--- src/rtl/pam_pkg.sv ---
// pam_pkg: constants shared by the peripheral activity monitor files.
// assumes 16-bit i/o decode on the pci side; memory ranges use full 32 bits.
package pam_pkg;

    // ----------------------------------------
    // sizes
    // ----------------------------------------
    localparam int PAM_NUM_MON = 14;
    localparam int PAM_NUM_TMR = 12;
    localparam int PAM_TW = 8;
    localparam int PAM_DRV_BIT = 4;
    localparam int PAM_DACK_FDD = 2;

    // ----------------------------------------
    // fixed i/o decode
    // ----------------------------------------
    localparam logic [15:0] PAM_PRI_LO = 16'h01f0;
    localparam logic [15:0] PAM_PRI_HI = 16'h01f7;
    localparam logic [15:0] PAM_PRI_ALT = 16'h03f6;
    localparam logic [15:0] PAM_PRI_DRVHD = 16'h01f6;
    localparam logic [15:0] PAM_SEC_LO = 16'h0170;
    localparam logic [15:0] PAM_SEC_HI = 16'h0177;
    localparam logic [15:0] PAM_SEC_ALT = 16'h0376;
    localparam logic [15:0] PAM_SEC_DRVHD = 16'h0176;
    localparam logic [15:0] PAM_KBC_DATA = 16'h0060;
    localparam logic [15:0] PAM_KBC_CMD = 16'h0064;
    localparam logic [15:0] PAM_RTC_LO = 16'h0070;
    localparam logic [15:0] PAM_RTC_HI = 16'h0071;

    // ----------------------------------------
    // per-monitor capability masks, bit n is monitor n
    // ----------------------------------------
    localparam logic [13:0] PAM_FAST_OK = 14'h3ffe;
    localparam logic [13:0] PAM_SLOW_OK = 14'h002f;
    localparam logic [13:0] PAM_HAS_TIMER = 14'h0fff;
    localparam logic [13:0] PAM_IDE_MON = 14'h000f;
    localparam logic [13:0] PAM_HAS_GPI = 14'h3ffe;

endpackage : pam_pkg

--- src/rtl/pam_timer_if.sv ---
// pam_timer_if: control and expiry of one idle timer.
// assumes a single clock shared by both ends.
`timescale 1ns/10ps
interface pam_timer_if;
    logic enable;
    logic reload;
    logic tick;
    logic freeze;
    logic [7:0] load_value;
    logic expire;

    modport ctrl (output enable, output reload, output tick, output freeze,
        output load_value, input expire);
    modport timer (input enable, input reload, input tick, input freeze,
        input load_value, output expire);
endinterface : pam_timer_if

--- src/rtl/pam_activity_monitor.sv ---
// pam_activity_monitor: decode layer of fourteen peripheral activity monitors.
// assumes pci cycle strobes come from logic on clk; acks and gpis are pins.
`timescale 1ns/10ps
module pam_activity_monitor
    import pam_pkg::*;
(
    input wire logic clk,
    input wire logic rst_b,
    input wire logic pci_cyc_valid,
    input wire logic pci_cyc_io,
    input wire logic pci_cyc_mem,
    input wire logic pci_cyc_write,
    input wire logic [31:0] pci_addr,
    input wire logic [7:0] pci_wdata,
    input wire logic pci_cyc_ext_ide,
    input wire logic primary_ide_dma_ack_n,
    input wire logic secondary_ide_dma_ack_n,
    input wire logic [7:0] isa_dma_ack_n,
    input wire logic [13:0] general_purpose_input,
    input wire logic irq_activity,
    input wire logic irq_global_reload_enable,
    input wire logic internal_ide_enable,
    input wire logic [1:0] bus_master_ide_active,
    input wire logic [13:0] range_enable,
    input wire logic [13:4] range_is_mem,
    input wire logic [13:4][31:0] range_base,
    input wire logic [13:4][31:0] range_mask,
    input wire logic [13:0] forward_enable,
    input wire logic [13:0] idle_reload_en,
    input wire logic [13:0] global_reload_en,
    input wire logic [13:0] burst_reload_en,
    input wire logic [13:0] burst_fast_sel,
    input wire logic [13:0] trap_enable,
    input wire logic [13:0] idle_smi_enable,
    input wire logic [13:0] gpi_enable,
    input wire logic [13:0] gpi_polarity,
    input wire logic [7:0] audio_dack_enable,
    input wire logic lpt_dack_enable,
    input wire logic [1:0] lpt_dma_channel,
    input wire logic software_reload_disable,
    input wire logic idle_timer_freeze,
    input wire logic idle_tick,
    input wire logic [3:0] idle_count_group_a,
    input wire logic [4:0] idle_count_group_b,
    input wire logic [7:0] idle_count_group_c,
    input wire logic [7:0] idle_count_group_d,
    input wire logic [3:0] software_timer_count,
    input wire logic [7:0] bus_master_idle_count,
    input wire logic [13:0] idle_status_clear,
    input wire logic [13:0] trap_status_clear,
    output logic global_reload,
    output logic fast_burst_reload,
    output logic slow_burst_reload,
    output logic [13:0] idle_reload,
    output logic isa_forward,
    output logic [1:0] drive_select_shadow,
    output logic [13:0] idle_status,
    output logic [13:0] trap_status,
    output logic system_mgmt_interrupt_n
);
    typedef struct packed {
        logic [1:0] drv;
        logic [13:0] idle_sts;
        logic [13:0] trap_sts;
        logic [13:0] idle_rld;
        logic glob;
        logic fast;
        logic slow;
        logic fwd;
        logic smi;
        logic irq_prev;
    } pam_state_t;

    pam_state_t st;
    pam_state_t next_st;

    // ----------------------------------------
    // pin synchronisers
    // ----------------------------------------
    logic [9:0] dack_now;
    logic [9:0] dack_was;
    logic [13:0] gpi_now;
    logic [13:0] gpi_was;

    pam_sync_edge #(.W(10)) u_dack_sync (
        .clk(clk),
        .rst_b(rst_b),
        .d(~{isa_dma_ack_n, secondary_ide_dma_ack_n, primary_ide_dma_ack_n}),
        .now(dack_now),
        .was(dack_was)
    );

    pam_sync_edge #(.W(14)) u_gpi_sync (
        .clk(clk),
        .rst_b(rst_b),
        .d(general_purpose_input),
        .now(gpi_now),
        .was(gpi_was)
    );

    logic [9:0] dack_rise;
    logic [13:0] gpi_rise;
    assign dack_rise = dack_now & ~dack_was;
    // assertion edge of the selected polarity only, so a held input pulses once
    assign gpi_rise = gpi_enable & PAM_HAS_GPI
        & ((gpi_polarity & gpi_now & ~gpi_was) | (~gpi_polarity & ~gpi_now & gpi_was));

    // ----------------------------------------
    // pci address decode
    // ----------------------------------------
    logic io_cyc;
    logic [15:0] ioa;
    logic pri_hit;
    logic sec_hit;
    logic isa_only;
    logic [13:0] match;
    logic [13:0] acc;
    logic [13:0] dack_ev;
    logic [13:0] act;
    logic [13:0] fwd_hit;
    logic [13:0] trap_set;
    logic [13:0] expire_v;
    logic irq_rise;
    logic [9:0] lpt_dack;

    assign ioa = pci_addr[15:0];
    assign io_cyc = pci_cyc_valid && pci_cyc_io && (pci_addr[31:16] == 16'h0000);
    assign pri_hit = io_cyc && (((ioa >= PAM_PRI_LO) && (ioa <= PAM_PRI_HI))
        || (ioa == PAM_PRI_ALT));
    assign sec_hit = io_cyc && (((ioa >= PAM_SEC_LO) && (ioa <= PAM_SEC_HI))
        || (ioa == PAM_SEC_ALT));
    // these peripherals are never on pci, so their cycles always go to isa
    assign isa_only = io_cyc && ((ioa == PAM_KBC_DATA) || (ioa == PAM_KBC_CMD)
        || ((ioa >= PAM_RTC_LO) && (ioa <= PAM_RTC_HI)));

    // drive select uses the shadow held before this cycle's own write
    assign match[0] = pri_hit && !st.drv[0];
    assign match[1] = pri_hit && st.drv[0];
    assign match[2] = sec_hit && !st.drv[1];
    assign match[3] = sec_hit && st.drv[1];

    genvar gi;
    generate
        for (gi = 4; gi < PAM_NUM_MON; gi++) begin : g_rng
            assign match[gi] = pci_cyc_valid
                && (range_is_mem[gi] ? pci_cyc_mem : pci_cyc_io)
                && (((pci_addr ^ range_base[gi]) & range_mask[gi]) == 32'h0000_0000);
        end
    endgenerate

    // external pci ide cycles are observed but never counted as activity
    assign acc = (pci_cyc_ext_ide ? 14'h0000 : (match & range_enable));
    assign fwd_hit = match & range_enable & forward_enable;

    assign lpt_dack = dack_rise >> (lpt_dma_channel[1] ? 4'd5 : {3'd0, lpt_dma_channel[0]} + 4'd2);
    assign dack_ev[0] = dack_rise[0] && !st.drv[0] && bus_master_ide_active[0];
    assign dack_ev[1] = dack_rise[0] && st.drv[0] && bus_master_ide_active[0];
    assign dack_ev[2] = dack_rise[1] && !st.drv[1] && bus_master_ide_active[1];
    assign dack_ev[3] = dack_rise[1] && st.drv[1] && bus_master_ide_active[1];
    assign dack_ev[4] = |(dack_rise[9:2] & audio_dack_enable);
    assign dack_ev[5] = dack_rise[PAM_DACK_FDD + 2];
    assign dack_ev[7:6] = 2'b00;
    assign dack_ev[8] = lpt_dack_enable && lpt_dack[0];
    assign dack_ev[13:9] = 5'h00;

    assign act = acc | dack_ev | gpi_rise;
    assign irq_rise = irq_activity && !st.irq_prev;
    // ide traps need the internal controller to claim the cycle
    assign trap_set = acc & trap_enable
        & ~(PAM_IDE_MON & {14{!internal_ide_enable}});

    // ----------------------------------------
    // idle timers, monitors 0 to 11
    // ----------------------------------------
    generate
        for (gi = 0; gi < PAM_NUM_TMR; gi++) begin : g_tmr
            pam_timer_if tif ();
            assign tif.enable = idle_reload_en[gi];
            assign tif.reload = st.idle_rld[gi];
            assign tif.tick = idle_tick;
            assign tif.freeze = idle_timer_freeze;
            if (gi < 3) begin : g_a
                assign tif.load_value = {4'h0, idle_count_group_a};
            end else if (gi == 3) begin : g_sw
                assign tif.load_value = {4'h0, software_timer_count};
            end else if (gi < 8) begin : g_b
                assign tif.load_value = {3'h0, idle_count_group_b};
            end else if (gi == 8) begin : g_bm
                assign tif.load_value = bus_master_idle_count;
            end else if (gi < 11) begin : g_c
                assign tif.load_value = idle_count_group_c;
            end else begin : g_d
                assign tif.load_value = idle_count_group_d;
            end
            assign expire_v[gi] = tif.expire;
            pam_idle_timer u_tmr (
                .clk(clk),
                .rst_b(rst_b),
                .t(tif.timer)
            );
        end
    endgenerate
    assign expire_v[13:12] = 2'b00;

    // ----------------------------------------
    // state update
    // ----------------------------------------
    always_comb begin
        next_st = st;
        next_st.irq_prev = irq_activity;
        if (io_cyc && pci_cyc_write && (ioa == PAM_PRI_DRVHD)) begin
            next_st.drv[0] = pci_wdata[PAM_DRV_BIT];
        end
        if (io_cyc && pci_cyc_write && (ioa == PAM_SEC_DRVHD)) begin
            next_st.drv[1] = pci_wdata[PAM_DRV_BIT];
        end
        // set beats clear so an event in the clearing cycle survives
        next_st.idle_sts = (st.idle_sts & ~idle_status_clear) | expire_v;
        next_st.trap_sts = (st.trap_sts & ~trap_status_clear) | trap_set;
        // the software timer can be told to ignore activity
        next_st.idle_rld = act & idle_reload_en & PAM_HAS_TIMER
            & ~{10'h000, software_reload_disable, 3'h0};
        next_st.glob = (|(act & global_reload_en))
            || (irq_rise && irq_global_reload_enable);
        next_st.fast = |(act & burst_reload_en & burst_fast_sel & PAM_FAST_OK);
        next_st.slow = |(act & burst_reload_en & ~burst_fast_sel & PAM_SLOW_OK);
        next_st.fwd = (|fwd_hit) || isa_only;
        next_st.smi = |((next_st.idle_sts & idle_smi_enable) | next_st.trap_sts);
    end

    always_ff @(posedge clk or negedge rst_b) begin
        if (!rst_b) begin
            st <= '0;
        end else begin
            st <= next_st;
        end
    end

    assign global_reload = st.glob;
    assign fast_burst_reload = st.fast;
    assign slow_burst_reload = st.slow;
    assign idle_reload = st.idle_rld;
    assign isa_forward = st.fwd;
    assign drive_select_shadow = st.drv;
    assign idle_status = st.idle_sts;
    assign trap_status = st.trap_sts;
    assign system_mgmt_interrupt_n = !st.smi;
endmodule : pam_activity_monitor

--- src/rtl/pam_sync_edge.sv ---
// pam_sync_edge: two-flop synchroniser for pin inputs plus one history stage.
// assumes inputs are asynchronous to clk; callers read only now and was.
`timescale 1ns/10ps
module pam_sync_edge #(
    parameter int W = 1
) (
    input wire logic clk,
    input wire logic rst_b,
    input wire logic [W-1:0] d,
    output logic [W-1:0] now,
    output logic [W-1:0] was
);
    typedef struct packed {
        logic [W-1:0] q1;
        logic [W-1:0] q2;
        logic [W-1:0] q3;
    } pam_sync_t;

    pam_sync_t st;
    pam_sync_t next_st;

    // q1 feeds only q2; q3 keeps the previous synchronised level for edges
    always_comb begin
        next_st.q1 = d;
        next_st.q2 = st.q1;
        next_st.q3 = st.q2;
    end

    always_ff @(posedge clk or negedge rst_b) begin
        if (!rst_b) begin
            st <= '0;
        end else begin
            st <= next_st;
        end
    end

    assign now = st.q2;
    assign was = st.q3;
endmodule : pam_sync_edge

--- src/rtl/pam_idle_timer.sv ---
// pam_idle_timer: one down-counting device idle timer.
// assumes tick is a one-cycle pulse per resolution step from the same clock.
`timescale 1ns/10ps
module pam_idle_timer
    import pam_pkg::*;
(
    input wire logic clk,
    input wire logic rst_b,
    pam_timer_if.timer t
);
    typedef struct packed {
        logic prev_en;
        logic running;
        logic [PAM_TW-1:0] count;
        logic expire;
    } pam_tmr_t;

    pam_tmr_t st;
    pam_tmr_t next_st;

    always_comb begin
        next_st = st;
        next_st.prev_en = t.enable;
        next_st.expire = 1'b0;
        if (!t.enable) begin
            next_st.running = 1'b0;
            next_st.count = t.load_value;
        end else if (t.reload || !st.prev_en) begin
            next_st.running = 1'b1;
            next_st.count = t.load_value;
        end else if (st.running && t.tick && !t.freeze) begin
            if (st.count <= 8'h01) begin
                next_st.count = 8'h00;
                next_st.running = 1'b0;
                next_st.expire = 1'b1;
            end else begin
                next_st.count = st.count - 8'h01;
            end
        end
    end

    always_ff @(posedge clk or negedge rst_b) begin
        if (!rst_b) begin
            st <= '0;
        end else begin
            st <= next_st;
        end
    end

    assign t.expire = st.expire;
endmodule : pam_idle_timer

--- config.mk ---
export PLATFORM = sky130hd
export DESIGN_NAME = pam_activity_monitor
export DESIGN_NICKNAME = d
export VERILOG_FILES = /design/src/rtl/pam_pkg.sv /design/src/rtl/pam_timer_if.sv /design/src/rtl/pam_activity_monitor.sv /design/src/rtl/pam_sync_edge.sv /design/src/rtl/pam_idle_timer.sv
export SDC_FILE = /design/constraint.sdc
export NUM_CORES = 1
export LEC_CHECK = 0
export ABC_AREA = 1
export BUFFER_PORTS_ARGS = -buffer_cell sky130_fd_sc_hd__buf_2
export CORE_AREA = 2 2 383 385
export CTS_CLUSTER_DIAMETER = 80
export DETAILED_ROUTE_END_ITERATION = 10
export DIE_AREA = 0 0 385 387
export HOLD_SLACK_MARGIN = 0.05
export SYNTH_ARGS = -nofsm -noshare
export SYNTH_HDL_FRONTEND = slang
export SYNTH_HIERARCHICAL = 1
export SYNTH_SLANG_ARGS = --single-unit
--- constraint.sdc ---
create_clock -name clk -period 1.4 [get_ports clk]
set_input_delay 0.07 -clock clk [delete_from_list [all_inputs] [get_ports clk]]
set_output_delay 0.07 -clock clk [all_outputs]
set_load 0.01 [all_outputs]
==> results by group <==
GRT
  – Global route overflow: 0
  – Grt met1 use: 0.337
  – First-pass GRT wire length: 258,000 um
  – Initial antenna violation count: 171
  – GR peak layer: met2
  – Met2 GRT Util: 0.389
  – Number of global-route vias before repair: 32,400
  – Largest net degree at the start of global routing: 47
  – Met3 Use GR: 0.0645
  – All-Layer GR Usage: 0.253

Job
  – Max-cap violation count: 0

Finish
  – Fin nets: 6,612
  – Share of layout cells above drive strength 1: 0.405
  – Fill count: 16,100
  – P&R area growth vs syn: 73.2%
  – Final Non-Filler Cells: 7,689
  – Final core occ: 0.282

Die
  – Width of the die: 385 um
  – Die area: 149,000 um2
  – Placement Rows: 140
  – Ports: 994
  – Die height: 387 um
  – Core area: 145,000 um2
  – Initial Util: 0.163

Run status
  – Status: finished with violations
  – Failing checks: setup timing

Pwr
  – Design Power: 28.8 mW
  – Leak: 21.9 nW
  – PwrDens: 705 nW/um2
  – Worst-case vdd ir drop: 0.733 mV

Hold path
  – Hold Crit Class: in -> reg
  – Hold Startpoint: range_mask[218]
  – Hold depth: 6
  – WHS Endpoint: trap_status[10]

Drt
  – WL per Instance: 25.4 um
  – Post-route ant nets: 0
  – Vias: 33,500
  – Drt via density: 4.35
  – DR iter-0 viols: 2,843
  – Drt first pass iters: 9
  – DR DRC count: 0
  – Routed Wire Length: 195,000 um

Timing
  – Crit path time final: 1.73 ns
  – Final worst slack: -0.334 ns
  – Final period util: 1.24
  – Slew HR: 0.641
  – Clock skew: 0.0209 ns
  – Final slew viol count: 0
  – Final setup vio count: 13
  – Final hold vios: 0
  – Worst slew pin tran: 0.536 ns
  – Fmax: 577 MHz
  – RSZ-0062 raised after global routing: true
  – Setup TNS: -2.21 ns

Synth
  – Mapped cell area: 23,600 um2
  – Syn avg cell area: 6.05 um2
  – Synth Warn #: 6
  – Cells after Synth: 3,902

Setup path
  – Most common cell on crit path: nand2_1
  – RR Endpoint: st[1]
  – R2R depth: 8
  – CP Capture Type: flip-flop
  – FF-to-FF Start: g_tmr[10].u_tmr/t.expire
  – Worst R2R Setup Slack: -0.33 ns
  – Slowest CP cell: dfrtp_1
  – Worst path arrival time: 2.19 ns
  – Largest fanout on the critical path: 2
  – CP Class: reg -> reg
  – Critical-path cell list: o21bai_1 > nand2_1 > nand3_2 > nor4_4 > buf_4 > nand3_4 > nor2_4 > nand2_1
  – Critical path's largest stage delay: 0.43 ns
  – CP startpoint kind: flip-flop
  – Worst Path Required: 1.85 ns

Placement
  – IO buf count: 979
  – Post-DP HPWL: 173,000 um
  – Post-Place Worst Slack: -1.98 ns
  – GP Congestion: 1.06
  – Placed cells: 7,311

Clocking
  – Clk root buf: clkbuf_16
  – Clock sink total: 249
  – Clk Latency, worst-skew pair: 0.57 ns
  – CTS tree: yes
  – CTS Buffer Depth: 3
  – CTS H-tree depth: 2
  – Num CTS Buffers: 35
  – Clock Pin Slew Worst Setup and Hold Paths: 0.06 ns
-- timing repair --
action,4_1_cts,5_1_grt
gates resized for setup,312,270
endpoints found under the setup margin,34,123
hold buffers,156,1
cloned,2,0
endpoints found under the hold margin,421,1
pin swaps,94,120
buffers inserted,40,38
-- per-stage QoR --
step                instance area, um2  hold WS, ns
floorplan                        23700       -0.226
global placement                 35400      -0.0114
detailed placement               35400      -0.0124
CTS                              39500      0.00440
global route                     40700       0.0708
finish                           40900       0.0706
-- sequential cells by signal, summed over array words and instances (netlist names), 10 cells and up --
| name | flops |
|---|---|
| trap_status | 14 |
| idle_reload | 12 |
| g_tmr.u_tmr/t.expire | 12 |
| idle_status | 14 |
| u_gpi_sync/was | 13 |
| g_tmr.u_tmr/st | 120 |
| u_dack_sync/now | 10 |
| u_gpi_sync/next_st | 13 |
| u_gpi_sync/now | 13 |
| u_dack_sync/was | 10 |
| u_dack_sync/next_st | 10 |
-- per-layer routing --
metal	vias to the layer above	wire length, um
met1	15800	84900
met3	394	17600
li1	15600	-
met5	-	396
met2	1627	84300
met4	66	8110
-- worst max-delay path by stage --
| stage | start | to | depth (start not counted) |
|---|---|---|---|
| after floorplan | u_dack_sync/now[8] | global_reload | 9 |
| after global routing | drive_select_shadow[1] | global_reload | 11 |
| after global placement | pci_addr[7] | fast_burst_reload | 15 |
| after CTS | drive_select_shadow[0] | global_reload | 10 |
| after detailed placement | pci_addr[7] | fast_burst_reload | 15 |
| final | g_tmr[10].u_tmr/t.expire | st[1] | 8 |
-- critical path, delay by kind of cell, from the launching register on --
family,cells,cell delay [ns]
AND/OR/NAND/NOR,6,0.81
flip-flops,1,0.43
AO/OA/AOI/OAI,1,0.21
buffers and inverters,1,0.17
-- layout make-up --
cell class	count	area (um2)	share of cell area
repair buffers	1810	12800	0.312
well taps	1917	2400	0.0587
diodes	102	255	0.00625
multi-input cells	2952	15700	0.383
inverters	595	2290	0.0560
clock buffers	45	995	0.0243
clock inverters	19	273	0.00667
flip-flops and latches	249	6230	0.153
-- layout by cell type (no fill, tap or decap), types with 9 or more instances in the layout --
master	instances
nand3_1	301
inv_2	68
buf_4	556
or2_1	16
nand3b_1	20
nor3_2	17
o21ai_0	101
inv_4	10
nand3_2	105
nor2_1	445
or2_2	46
o21ai_1	19
nand2_4	20
nand2_2	96
conb_1	30
a21oi_1	10
nand2_1	1324
nor2_2	50
dlygate4sd3_1	157
o21ai_2	9
buf_6	72
inv_1	510
xor2_1	18
nand3_4	23
nand4_1	104
diode_2	102
buf_12	64
nor2_8	24
nor2_4	46
or2_4	9
clkbuf_16	36
nor3_1	11
buf_2	952
dfrtp_1	246
ha_4	21
-- power by group --
part	switching, mW	internal [mW]
clock network	3.90	6.03
logic	6.14	4.72
registers	0.380	7.64
total	10.4	18.4
No activity file was read; power rests on OpenSTA's default activity.
